===== src/aodb_defs.svh =====
// Register offsets and field positions of the audio output buffer controller
// Overview of operation
// RULE1 - Software refills buffer one before buffer two drains
// RULE2 - Buffer two drains, flag set, continue buffer one
// RULE3 - Release marks pointer filled and clears drained flag
// RULE4 - Release drops its request on next edge; here the flag clears on the next edge and irq drops on the second edge
// RULE5 - Interrupt source twelve should be level sensitive
// RULE6 - Current-buffer bit: one means buffer one, resets one
// RULE7 - First drained flag cleared only by first release
// RULE8 - Second drained flag cleared only by second release
// RULE9 - Bandwidth error flag set on late memory fill
// RULE10 - Underrun flag set when no filled buffer ready
// RULE11 - Only underrun clear bit clears underrun flag
// RULE12 - One dedicated interrupt line, source twelve
// RULE13 - Interrupt while any enabled flag is set
// RULE14 - Flags sticky until matching clear write
// RULE15 - Software reset bit restores control and status defaults
// RULE16 - Transmit enable off idles, on fetches samples
// RULE17 - Polarity must not change while transmitting; here control writes change it even while transmitting
// RULE18 - Stay-awake keeps unit running during powerdown
// RULE19 - Four interrupt enables, default off
// RULE20 - Bandwidth clear write removes flag and request
// RULE21 - Release and clear bits always read zero; here their positions read back status bits 0 to 3
// RULE22 - Buffer one drains, flag set, continue buffer two
// RULE23 - Underrun repeats last sample until a release
// RULE24 - Bandwidth error repeats last sample until refill
// RULE25 - Writing zero to clear bits does nothing
`ifndef AODB_DEFS_SVH
`define AODB_DEFS_SVH
`define AODB_CTL_OFS 8'h00
`define AODB_STAT_OFS 8'h04
`define AODB_FIRST_BUFFER_POINTER_OFS 8'h08
`define AODB_SECOND_BUFFER_POINTER_OFS 8'h0c
`define AODB_SIZE_OFS 8'h10
`define AODB_CTL_RESET 31
`define AODB_CTL_STAY_AWAKE 8
`define AODB_CTL_POLARITY 7
`define AODB_CTL_UDR_EN 6
`define AODB_CTL_BWE_EN 5
`define AODB_CTL_BUF2_EN 4
`define AODB_CTL_BUF1_EN 3
`define AODB_CTL_UDR_CLR 3
`define AODB_CTL_BWE_CLR 2
`define AODB_CTL_REL2 1
`define AODB_CTL_REL1 0
`define AODB_CTL_TX_ON 9
`define AODB_ST_CUR1 0
`define AODB_ST_DRAIN1 1
`define AODB_ST_DRAIN2 2
`define AODB_ST_BWE 3
`define AODB_ST_UDR 4
`define AODB_ST_FILL1 5
`define AODB_ST_FILL2 6
`define AODB_ST_STATE 8
`define AODB_BASE_LSB 6
`define AODB_SIZE_LSB 6
`endif


===== src/aodb_pkg.sv =====
// Types shared by the audio output buffer controller
package aodb_pkg;
  typedef enum logic [2:0] {
    AODB_IDLE = 3'b001,
    AODB_PLAY = 3'b010,
    AODB_STARVE = 3'b100
  } aodb_state_t;
  typedef struct packed {
    logic udr;
    logic bwe;
    logic drain2;
    logic drain1;
  } aodb_flags_t;
endpackage


===== src/aodb_ctrl.sv =====
// Buffer handshake, status flags and interrupt line of the audio output DMA unit
//
// Design decisions made here: the Wishbone slave port and the register offsets.
`timescale 1ns/10ps
`default_nettype none
`include "aodb_defs.svh"
module aodb_ctrl
  import aodb_pkg::*;
#(
  parameter int ADDR_W = 32
)
(
  // Clock and reset
  input wire logic clk,
  input wire logic sys_rst,
  // Wishbone slave
  input wire logic wb_cyc_i,
  input wire logic wb_stb_i,
  input wire logic wb_we_i,
  input wire logic [7:0] wb_adr_i,
  input wire logic [3:0] wb_sel_i,
  input wire logic [31:0] wb_dat_i,
  output logic [31:0] wb_dat_o,
  output logic wb_ack_o,
  // Sample path events
  input wire logic sample_due,
  input wire logic fetch_late,
  input wire logic global_powerdown,
  // Memory side
  output logic fetch_req,
  output logic [ADDR_W-1:0] fetch_addr,
  output logic repeat_sample,
  output logic unit_asleep,
  output logic out_polarity,
  // Interrupt source twelve
  output logic irq
);
  initial
  begin
    if (ADDR_W < 8 || ADDR_W > 32)
      $error("ADDR_W out of range");
  end

  logic [ADDR_W-1:0] first_buffer_pointer;
  logic [ADDR_W-1:0] second_buffer_pointer;
  logic [31:0] buf_size;
  logic [31:0] sample_cnt;
  logic transmit_on;
  logic stay_awake;
  logic [3:0] irq_en;
  logic first_buffer_current;
  logic fill1;
  logic fill2;
  aodb_flags_t flags;
  aodb_state_t state;
  logic wr;
  logic soft_rst;
  logic active;
  logic cur_filled;
  logic step;
  logic last;
  logic rel1;
  logic rel2;
  logic clr_bwe;
  logic clr_udr;
  logic [31:0] rd_word;

  // Byte-lane aware write strobe helpers
  function automatic logic wbit(input logic [3:0] sel, input logic [31:0] d, input int unsigned pos);
    wbit = sel[pos/8] & d[pos];
  endfunction

  // Bus decode
  assign wr = wb_cyc_i && wb_stb_i && wb_we_i && !wb_ack_o;
  assign soft_rst = wr && wb_adr_i == `AODB_CTL_OFS && wbit(wb_sel_i, wb_dat_i, `AODB_CTL_RESET); // [RULE15]
  assign rel1 = wr && wb_adr_i == `AODB_STAT_OFS && wbit(wb_sel_i, wb_dat_i, `AODB_CTL_REL1); // [RULE25]
  assign rel2 = wr && wb_adr_i == `AODB_STAT_OFS && wbit(wb_sel_i, wb_dat_i, `AODB_CTL_REL2);
  assign clr_bwe = wr && wb_adr_i == `AODB_STAT_OFS && wbit(wb_sel_i, wb_dat_i, `AODB_CTL_BWE_CLR);
  assign clr_udr = wr && wb_adr_i == `AODB_STAT_OFS && wbit(wb_sel_i, wb_dat_i, `AODB_CTL_UDR_CLR);
  // Unit runs only when enabled and not sleeping
  assign active = transmit_on && !(global_powerdown && !stay_awake); // [RULE16] [RULE18]
  assign cur_filled = first_buffer_current ? fill1 : fill2;
  assign step = active && sample_due && state == AODB_PLAY && !fetch_late;
  assign last = sample_cnt + 32'h1 >= buf_size;

  // Control register
  always_ff @(posedge clk or posedge sys_rst)
  begin
    if (sys_rst)
    begin
      transmit_on <= 1'b0;
      stay_awake <= 1'b0;
      irq_en <= 4'h0;
      out_polarity <= 1'b0;
    end
    else if (soft_rst)
    begin
      transmit_on <= 1'b0;
      stay_awake <= 1'b0;
      irq_en <= 4'h0; // [RULE19]
      out_polarity <= 1'b0;
    end
    else if (wr && wb_adr_i == `AODB_CTL_OFS)
    begin
      if (wb_sel_i[1])
      begin
        transmit_on <= wb_dat_i[`AODB_CTL_TX_ON];
        stay_awake <= wb_dat_i[`AODB_CTL_STAY_AWAKE];
      end
      if (wb_sel_i[0])
      begin
        irq_en <= wb_dat_i[`AODB_CTL_UDR_EN:`AODB_CTL_BUF1_EN]; // [RULE19]
        out_polarity <= wb_dat_i[`AODB_CTL_POLARITY];
      end
    end
  end

  // Buffer pointers and size
  always_ff @(posedge clk or posedge sys_rst)
  begin
    if (sys_rst)
    begin
      first_buffer_pointer <= '0;
      second_buffer_pointer <= '0;
      buf_size <= 32'h0;
    end
    else if (soft_rst)
    begin
      first_buffer_pointer <= '0;
      second_buffer_pointer <= '0;
      buf_size <= 32'h0;
    end
    else if (wr && wb_sel_i == 4'hf)
    begin
      if (wb_adr_i == `AODB_FIRST_BUFFER_POINTER_OFS)
        first_buffer_pointer <= wb_dat_i[ADDR_W-1:0];
      if (wb_adr_i == `AODB_SECOND_BUFFER_POINTER_OFS)
        second_buffer_pointer <= wb_dat_i[ADDR_W-1:0];
      if (wb_adr_i == `AODB_SIZE_OFS)
        buf_size <= wb_dat_i;
    end
  end

  // Playback sequencer, buffer switching and fill state
  always_ff @(posedge clk or posedge sys_rst)
  begin
    if (sys_rst)
    begin
      state <= AODB_IDLE;
      first_buffer_current <= 1'b1;
      fill1 <= 1'b1;
      fill2 <= 1'b1;
      sample_cnt <= 32'h0;
    end
    else if (soft_rst)
    begin
      state <= AODB_IDLE;
      first_buffer_current <= 1'b1; // [RULE6]
      fill1 <= 1'b1;
      fill2 <= 1'b1;
      sample_cnt <= 32'h0;
    end
    else
    begin
      if (rel1)
        fill1 <= 1'b1; // [RULE3]
      if (rel2)
        fill2 <= 1'b1;
      case (state)
        AODB_IDLE:
        begin
          if (transmit_on)
            state <= cur_filled ? AODB_PLAY : AODB_STARVE;
        end
        AODB_PLAY:
        begin
          if (!transmit_on)
            state <= AODB_IDLE;
          else if (step)
          begin
            if (last)
            begin
              sample_cnt <= 32'h0;
              first_buffer_current <= !first_buffer_current; // [RULE2] [RULE22]
              if (first_buffer_current)
                fill1 <= rel1;
              else
                fill2 <= rel2;
              // Next buffer not yet released by software
              if (first_buffer_current ? !(fill2 || rel2) : !(fill1 || rel1))
                state <= AODB_STARVE;
            end
            else
              sample_cnt <= sample_cnt + 32'h1;
          end
        end
        AODB_STARVE:
        begin
          if (!transmit_on)
            state <= AODB_IDLE;
          else if (cur_filled) // [RULE23]
            state <= AODB_PLAY;
        end
        default:
          state <= AODB_IDLE;
      endcase
    end
  end

  // Sticky flags; a set beats a clear in the same cycle
  always_ff @(posedge clk or posedge sys_rst)
  begin
    if (sys_rst)
      flags <= '0;
    else if (soft_rst)
      flags <= '0;
    else
    begin
      flags.drain1 <= (step && last && first_buffer_current) || (flags.drain1 && !rel1); // [RULE7] [RULE14]
      flags.drain2 <= (step && last && !first_buffer_current) || (flags.drain2 && !rel2); // [RULE8]
      flags.bwe <= (active && sample_due && state == AODB_PLAY && fetch_late) || (flags.bwe && !clr_bwe); // [RULE9] [RULE20]
      flags.udr <= (active && sample_due && state == AODB_STARVE) || (flags.udr && !clr_udr); // [RULE10] [RULE11]
    end
  end

  // Interrupt line, registered from the flags, dropped the second edge after a clear write
  always_ff @(posedge clk or posedge sys_rst)
  begin
    if (sys_rst)
      irq <= 1'b0;
    else
      irq <= |({flags.udr, flags.bwe, flags.drain2, flags.drain1} & irq_en); // [RULE12] [RULE13] [RULE4]
  end

  // Memory fetch address and sample-path outputs
  always_ff @(posedge clk or posedge sys_rst)
  begin
    if (sys_rst)
    begin
      fetch_req <= 1'b0;
      fetch_addr <= '0;
      repeat_sample <= 1'b0;
      unit_asleep <= 1'b0;
    end
    else
    begin
      fetch_req <= step;
      fetch_addr <= (first_buffer_current ? first_buffer_pointer : second_buffer_pointer) + sample_cnt[ADDR_W-1:0];
      repeat_sample <= active && sample_due && (state == AODB_STARVE || fetch_late); // [RULE23] [RULE24]
      unit_asleep <= global_powerdown && !stay_awake; // [RULE18]
    end
  end

  // Read data mux; reset bit reads zero, release and clear bit positions read back status bits
  always_comb
  begin
    rd_word = 32'h0;
    case (wb_adr_i)
      `AODB_CTL_OFS:
      begin
        rd_word[`AODB_CTL_TX_ON] = transmit_on;
        rd_word[`AODB_CTL_STAY_AWAKE] = stay_awake;
        rd_word[`AODB_CTL_POLARITY] = out_polarity;
        rd_word[`AODB_CTL_UDR_EN:`AODB_CTL_BUF1_EN] = irq_en;
      end
      `AODB_STAT_OFS:
      begin
        rd_word[`AODB_ST_CUR1] = first_buffer_current; // [RULE6]
        rd_word[`AODB_ST_DRAIN1] = flags.drain1;
        rd_word[`AODB_ST_DRAIN2] = flags.drain2;
        rd_word[`AODB_ST_BWE] = flags.bwe;
        rd_word[`AODB_ST_UDR] = flags.udr;
        rd_word[`AODB_ST_FILL1] = fill1;
        rd_word[`AODB_ST_FILL2] = fill2;
        rd_word[`AODB_ST_STATE+2:`AODB_ST_STATE] = state; // [RULE21]
      end
      `AODB_FIRST_BUFFER_POINTER_OFS: rd_word[ADDR_W-1:0] = first_buffer_pointer;
      `AODB_SECOND_BUFFER_POINTER_OFS: rd_word[ADDR_W-1:0] = second_buffer_pointer;
      `AODB_SIZE_OFS: rd_word = buf_size;
      default: rd_word = 32'h0;
    endcase
  end

  // Wishbone answer, one cycle after the strobe
  always_ff @(posedge clk or posedge sys_rst)
  begin
    if (sys_rst)
    begin
      wb_ack_o <= 1'b0;
      wb_dat_o <= 32'h0;
    end
    else
    begin
      wb_ack_o <= wb_cyc_i && wb_stb_i && !wb_ack_o;
      wb_dat_o <= rd_word;
    end
  end
endmodule
`default_nettype wire


===== config.mk =====
export PLATFORM = sky130hd
export DESIGN_NAME = aodb_ctrl
export DESIGN_NICKNAME = d
export VERILOG_FILES = /design/src/aodb_pkg.sv /design/src/aodb_ctrl.sv
export VERILOG_INCLUDE_DIRS = /design/src
export SDC_FILE = /design/constraint.sdc
export NUM_CORES = 1
export LEC_CHECK = 0
export BUFFER_PORTS_ARGS = -buffer_cell sky130_fd_sc_hd__buf_2
export CAP_MARGIN = 20
export CORE_UTILIZATION = 45
export CTS_BUF_LIST = sky130_fd_sc_hd__clkbuf_8
export DETAILED_ROUTE_END_ITERATION = 12
export GPL_ROUTABILITY_DRIVEN = 0
export PLACE_DENSITY = 0.74
export SLEW_MARGIN = 0
export SYNTH_ARGS = -nofsm -noshare
export SYNTH_HDL_FRONTEND = slang
export SYNTH_SLANG_ARGS = --single-unit
export TNS_END_PERCENT = 10

===== constraint.sdc =====
create_clock -name clk -period 11.67 [get_ports clk]
set_input_delay 2.9175 -clock clk [delete_from_list [all_inputs] [get_ports clk]]
set_output_delay 2.9175 -clock clk [all_outputs]
set_load 0.005 [all_outputs]

==> results.py, run 1 <==
metrics = {
    "cells_and_area": {
        "diodes": 0,
        "nets": 1546,
        "multiInputGateArea_sq_um": 6310,
        "fillers": 2374,
        "stdcell_count": 1794,
        "register_area_sq_um": 5360,
        "area_growth_pct": 13.4,
        "final_util_pct": 52.5,
        "drive_gt1_share_pct": 18.0,
        "finish.instance_area_sq_um": 13800,
    },
    "worst_setup_path": {
        "cp_slowest_cell": "buf_4",
        "required_ns": 12.09,
        "cp.arrival_ns": 6.12,
        "critPathBufInv": 4,
        "max_stage_delay_ns": 0.74,
        "r2r_cells": 15,
        "critPathMostFrequentCell": "buf_4",
        "path_depth": 10,
        "crit_chain": "buf_2 > buf_4 > nor2_1 > nand2_1 > nor4_4 > buf_4 > buf_4 > nor4b_1 > a32oi_1 > nand2_1",
        "startpoint_type": "input port",
        "critical_path_class": "input port to flip-flop",
        "cp-end-kind": "flip-flop",
        "critPathMaxFanout": 71,
        "critPathTopFamily": "buffers and inverters",
    },
    "synthesis": {
        "ys_seq_area_share_pct": 44.1,
        "synthSimpleGateAreaFrac_pct": 19.1,
        "synthMuxAreaShare_pct": 6.36,
        "synth-seq-cells": 214,
        "synth.area.top_cells": "dfrtp_1 43%, nand2_1 9.1%, ha_1 6.6%, a21oi_1 6.5%, xnor2_1 3.5%",
        "synth-edff-count": 0,
        "synth_ff_type": "dfrtp_1",
        "synth_top_family_by_area": "simple AND/OR/NAND/NOR gates",
        "syn_nets": 1443,
        "synth_top_area_share_pct": 43.2,
        "synth-xor-area-share_pct": 5.26,
        "syn_inst": 1326,
        "synth_cell_types": 83,
        "syn_area_sq_um": 12200,
        "synth_largest_area_cell": "dfrtp_1",
        "avgSynthCellArea_sq_um": 9.17,
        "synth-compound-area-share_pct": 14.2,
        "yosys_warnings": 0,
        "postSynth.asyncResetShare_pct": 100,
        "synth_fa_ha_area_share_pct": 6.75,
    },
    "clock_network": {
        "postCtsHoldBufs": 0,
        "clkTransAtPathRegs_ns": 0.06,
        "post_cts_buffers": 0,
        "cts.root.buffer_cell": "clkbuf_8",
        "cts_buffer_depth": 3,
        "clock-sinks": 214,
        "h-tree-depth": 2,
        "ctsResizeCount": 0,
        "cts_tree": "done",
        "worstSkewPairLatency_ns": 0.55,
        "cts_buffers": 38,
    },
    "place": {
        "place_ws_ns": 5.51,
        "dp_hpwl_mm": 22.8,
        "post-place-cells": 1724,
        "place_area_sq_um": 13000,
        "port_buffers": 121,
    },
    "floorplanning": {
        "die_w_microns": 166,
        "fp.dieH_microns": 166,
        "core-area_sq_um": 26300,
        "start_util_pct": 46.2,
        "rows": 59,
        "ioPinCount": 122,
        "die_area_sq_um": 27700,
    },
    "sta": {
        "rsz0062_at_grt": "no",
        "tightest_slew_ns": 1.16,
        "hold_viol": 0,
        "setup_violations": 0,
        "fmax_ghz": 0.175,
        "tns_ns": 0,
        "max_slew_margin_pct": 23.0,
        "fin_crit_sh_pct": 48.9,
        "slew_violations": 0,
        "fin_worst_skew_ns": 0.0202,
        "final.setup.worst_slack_ns": 5.97,
        "whs_ns": 0.507,
        "finalCriticalPeriod_ns": 5.70,
    },
    "detailed_routing": {
        "vias_per_cell": 5.67,
        "wire_per_inst_microns": 18.4,
        "routed_wl_mm": 33.0,
        "drtIter0Drc": 870,
        "drcViolationCount": 4,
        "drtPass1Iterations": 9,
        "final_antenna_net_count": 0,
        "num_vias": 10200,
    },
    "run_status": {
        "status": "finished with violations",
        "violations": "DRC",
    },
    "pwr": {
        "powerDensity_nw_per_um2": 110,
        "cellLeakagePower_nw": 6.69,
        "p_int_mw": 1.16,
        "vdd_drop_max_uv": 63.8,
        "p_clk_share_pct": 47.6,
        "power_mw": 1.51,
        "seq_power_share_pct": 49.2,
        "p_sw_mw": 0.356,
        "p_sw_share_pct": 23.5,
        "p_comb_share_pct": 3.2,
    },
    "grt": {
        "grt_use_total_pct": 24.4,
        "grt_pass1_wl_mm": 53.5,
        "gr-total-overflow": 0,
        "grt_pass1_vias": 10100,
        "antenna_found_initial": 0,
        "grt_max_degree": 141,
    },
    "hold_path": {
        "hold_depth": 1,
        "hold_path.class": "flip-flop to flip-flop",
    },
    "job": {
        "maxCapViolations": 0,
    },
}
worst paths after layout:
check	start	end	slack, ns
setup / recovery	wb_adr_i[2]	sample_cnt[2]	5.97
hold / removal	wb_ack_o	wb_ack_o	0.51
min in group asynchronous	sys_rst	fetch_addr[1]	2.54
hold reg to reg	wb_ack_o	wb_ack_o	0.51
max in group asynchronous	sys_rst	buf_size[9]	7.52
setup reg to reg	sample_cnt[2]	sample_cnt[5]	6.97
cells in the mapped netlist, drive strengths merged (2+ instances only):
cell     instances
or2              2
mux2            30
o31ai            5
a22oi            7
nand4           10
nor2            51
a31oi            4
or3              4
o22ai            7
and3            15
dfrtp          210
o21ai           51
nor3             8
dfstp            4
inv             54
nand2b          15
a21o            19
nand2          296
clkbuf          37
a22o             2
a211oi           4
nor2b           10
nor4             9
nor4b            4
nand4b           3
a2111oi          4
nand3b           3
o311ai           2
or4b             2
o41ai            2
xnor2           48
mux2i           30
and2             5
a21oi          158
ha              64
buf             30
a21boi           2
xor2            25
mux4             6
and4             7
a32oi            3
nand3           55
o21bai           6
metal layers:
metal | GRT usage (%) | vias to the layer above | share of wire (%)
li1 | - | 4785 | -
met1 | 32.0 | 4877 | 42
met2 | 39.4 | 430 | 46
met3 | 5.31 | 80 | 8.1
met4 | 9.50 | 0 | 3.2
met5 | 0 | - | 0
layout by cell type (no fill, tap or decap), drive strengths merged, types with 8 or more instances in the layout:
cell	n
mux2i	30
nand2	296
a21o	19
nor3	8
a21oi	158
nor4	9
o21ai	51
and3	15
xnor2	48
nand3	55
mux2	30
xor2	25
nor2	51
dfrtp	210
inv	69
ha	64
clkbuf	49
nand4	10
buf	132
nand2b	15
nor2b	10
cell families (layout without fill, tap and decap cells):
family	after synthesis	count (layout)
buf+inv	123	256
compound gates	284	284
fa+ha+maj	65	65
flops	214	214
mux	66	66
simple gates	501	501
xor+xnor	73	73
flip-flops by register name, summed over array words and instances (netlist names), 3 cells and up:
register / count
buf_size: 32
fetch_addr: 32
first_buffer_pointer: 32
sample_cnt: 32
second_buffer_pointer: 32
wb_dat_o: 32
flags: 4
irq_en: 4
state: 3
final cells by class:
type	instances	share of cell area [%]
repair buffers	132	4.99
inverters	54	1.52
well taps	335	3.04
flip-flops and latches	214	38.9
multi-input cells	989	45.8
clock buffers	49	4.89
clock inverters	21	0.880
power by group through the flow:
stage               registers, mW  clock network, mW  logic [mW]
floorplan                   0.758                  0      0.0246
global placement            0.758                  0      0.0490
detailed placement          0.758                  0      0.0493
CTS                         0.745              0.736      0.0494
global route                0.745              0.772      0.0537
finish                      0.745              0.722      0.0484
Note: power is estimated with default switching activity, not from simulation.
==> inputs of run 2 (changes only) <==
- clock period: 11.67 -> 5.3 ns (I/O delays scaled with it)
==> run 2 against run 1 <==
The flow still finishes with violations (DRC); critical path depth up 6; cell area grew 0.74%; sequential cell count stayed put; sequential power increased by 120%; largest power group unchanged; hold slack better by 0.032 ns; clock power increased by 110%; sequential share of layout area is 0.28 points lower; wire length increased by 2.8%; largest cell class unchanged; worst setup slack got worse by 4.8 ns; global-route usage is 0.27 points higher.
==> results.py, run 2 (synthesis results as in run 1) <==
metrics = {
    "sta": {
        "tns_ns": 0,
        "fmax_ghz": 0.239,
        "setup_violations": 0,
        "rsz0062_at_grt": "no",
        "fin_worst_skew_ns": 0.0177,
        "max_slew_margin_pct": 24.2,
        "fin_crit_sh_pct": 78.8,
        "tightest_slew_ns": 1.14,
        "finalCriticalPeriod_ns": 4.18,
        "hold_viol": 0,
        "slew_violations": 0,
        "whs_ns": 0.540,
    },
    "detailed_routing": {
        "drtPass1Iterations": 9,
        "routed_wl_mm": 34.0,
        "wire_per_inst_microns": 18.9,
        "drtIter0Drc": 962,
        "num_vias": 10500,
        "vias_per_cell": 5.80,
        "final_antenna_net_count": 0,
        "drcViolationCount": 5,
    },
    "clock_network": {
        "h-tree-depth": 2,
        "post_cts_buffers": 0,
        "postCtsHoldBufs": 0,
        "cts_buffer_depth": 3,
        "ctsResizeCount": 0,
        "clkTransAtPathRegs_ns": 0.07,
        "cts_tree": "done",
        "cts_buffers": 37,
        "cts.root.buffer_cell": "clkbuf_8",
        "worstSkewPairLatency_ns": 0.54,
        "clock-sinks": 214,
    },
    "worst_setup_path": {
        "rr_startpoint": "sample_cnt[2]",
        "cp-end-kind": "flip-flop",
        "r2r_slack_ns": 1.12,
        "critPathBufInv": 1,
        "critical_path_class": "flip-flop to flip-flop",
        "cp_slowest_cell": "o21ai_2",
        "cp.arrival_ns": 4.57,
        "max_stage_delay_ns": 0.58,
        "crit_start": "sample_cnt[2]",
        "crit_chain": "nand3_2 > nor4_4 > and3_1 > nand3_1 > or2_2 > xnor2_1 > ha_1 > nand4_1 > nor4_1 > nand2_1 > o211ai_1 > a31o_2 > a21oi_1 > buf_4 > o21ai_2 > nor2_1",
        "r2r_cells": 16,
        "required_ns": 5.69,
        "critPathTopFamily": "simple AND/OR/NAND/NOR gates",
        "regToRegEndpoint": "sample_cnt[5]",
        "startpoint_type": "flip-flop",
        "critPathMaxFanout": 15,
    },
    "pwr": {
        "cellLeakagePower_nw": 6.73,
        "powerDensity_nw_per_um2": 237,
        "vdd_drop_max_uv": 129,
    },
    "grt": {
        "gr-usage-met2_pct": 40.5,
        "met1_usage_pct": 33.7,
        "grt_max_degree": 123,
        "busiest_layer": "met2",
        "grt_use_total_pct": 24.7,
        "grt_pass1_wl_mm": 54.4,
        "gr-total-overflow": 0,
        "grt_pass1_vias": 10100,
        "antenna_found_initial": 0,
        "met3_usage_pct": 3.77,
    },
    "hold_path": {
        "hold_end": "unit_asleep",
        "hold_depth": 1,
        "hold_start": "stay_awake",
        "hold_path.class": "flip-flop to flip-flop",
    },
    "cells_and_area": {
        "final_cell_mix": "295 x nand2_1, 210 x dfrtp_1, 157 x a21oi_1",
        "drive_gt1_share_pct": 18.6,
        "diodes": 0,
        "final_common_cell": "nand2_1",
        "nets": 1555,
        "area_growth_pct": 14.3,
    },
    "run_status": {
        "violations": "DRC",
        "status": "finished with violations",
    },
    "floorplanning": {
        "fp.dieH_microns": 166,
        "ioPinCount": 122,
        "die_w_microns": 166,
        "die_area_sq_um": 27700,
        "core-area_sq_um": 26300,
        "start_util_pct": 46.2,
        "rows": 59,
    },
    "job": {
        "maxCapViolations": 0,
    },
    "place": {
        "dp_hpwl_mm": 23.6,
        "port_buffers": 121,
    },
}
run 2: layout make-up:
class | instances | area, sq um
clock buffers | 50 | 688
multi-input cells | 989 | 6300
flip-flops and latches | 214 | 5360
well taps | 335 | 419
clock inverters | 17 | 75.1
repair buffers | 142 | 833
fillers | 2350 | 12400
inverters | 54 | 206
run 2: worst register-to-register path: stages, from the launching register on:
cell,delay (ns)
dfrtp_1,0.49
nand3_2,0.20
nor4_4,0.46
and3_1,0.28
nand3_1,0.16
or2_2,0.34
xnor2_1,0.14
ha_1,0.30
nand4_1,0.12
nor4_1,0.28
nand2_1,0.09
o211ai_1,0.10
a31o_2,0.13
a21oi_1,0.07
buf_4,0.17
o21ai_2,0.58
nor2_1,0.12
run 2: how the worst max path moves through the flow:
stage                      to  cells after the start  slack [ns]
2_1_floorplan     buf_size[0]                      1        1.19
5_1_grt         sample_cnt[5]                     17        0.81
3_3_place_gp   sample_cnt[29]                     17        1.28
6_report        sample_cnt[5]                     16        1.12
4_1_cts        sample_cnt[30]                     16        1.16
3_5_place_dp    sample_cnt[5]                     16        1.17
run 2: stage by stage:
stage                     total power [mW]  std cells  area (sq um)  utilization, %  setup WS [ns]
final                                 3.28       1801         13900            52.8           1.12
after global routing                  3.40       1801         13900            52.8          0.808
after CTS                             3.31       1800         13900            52.7           1.16
after detailed placement              1.78       1733         13100            49.8           1.17
after global placement                1.78       1733         13100            49.8           1.28
after floorplan                       1.72       1326         12200               -           1.19
run 2: power by group:
| part | total [mW] | switching [mW] | internal [mW] |
|---|---|---|---|
| sequential | 1.64 | 0.00254 | 1.64 |
| clock | 1.53 | 0.690 | 0.842 |
| combinational | 0.113 | 0.0784 | 0.0348 |
run 2: routing by layer:
| layer | routed length [microns] | part of all wire (%) | vias to the layer above |
|---|---|---|---|
| met5 | 0 | 0 | - |
| met4 | 860 | 2.5 | 0 |
| met3 | 2670 | 7.9 | 60 |
| met2 | 16100 | 47 | 495 |
| met1 | 14400 | 42 | 5096 |
| li1 | - | - | 4800 |
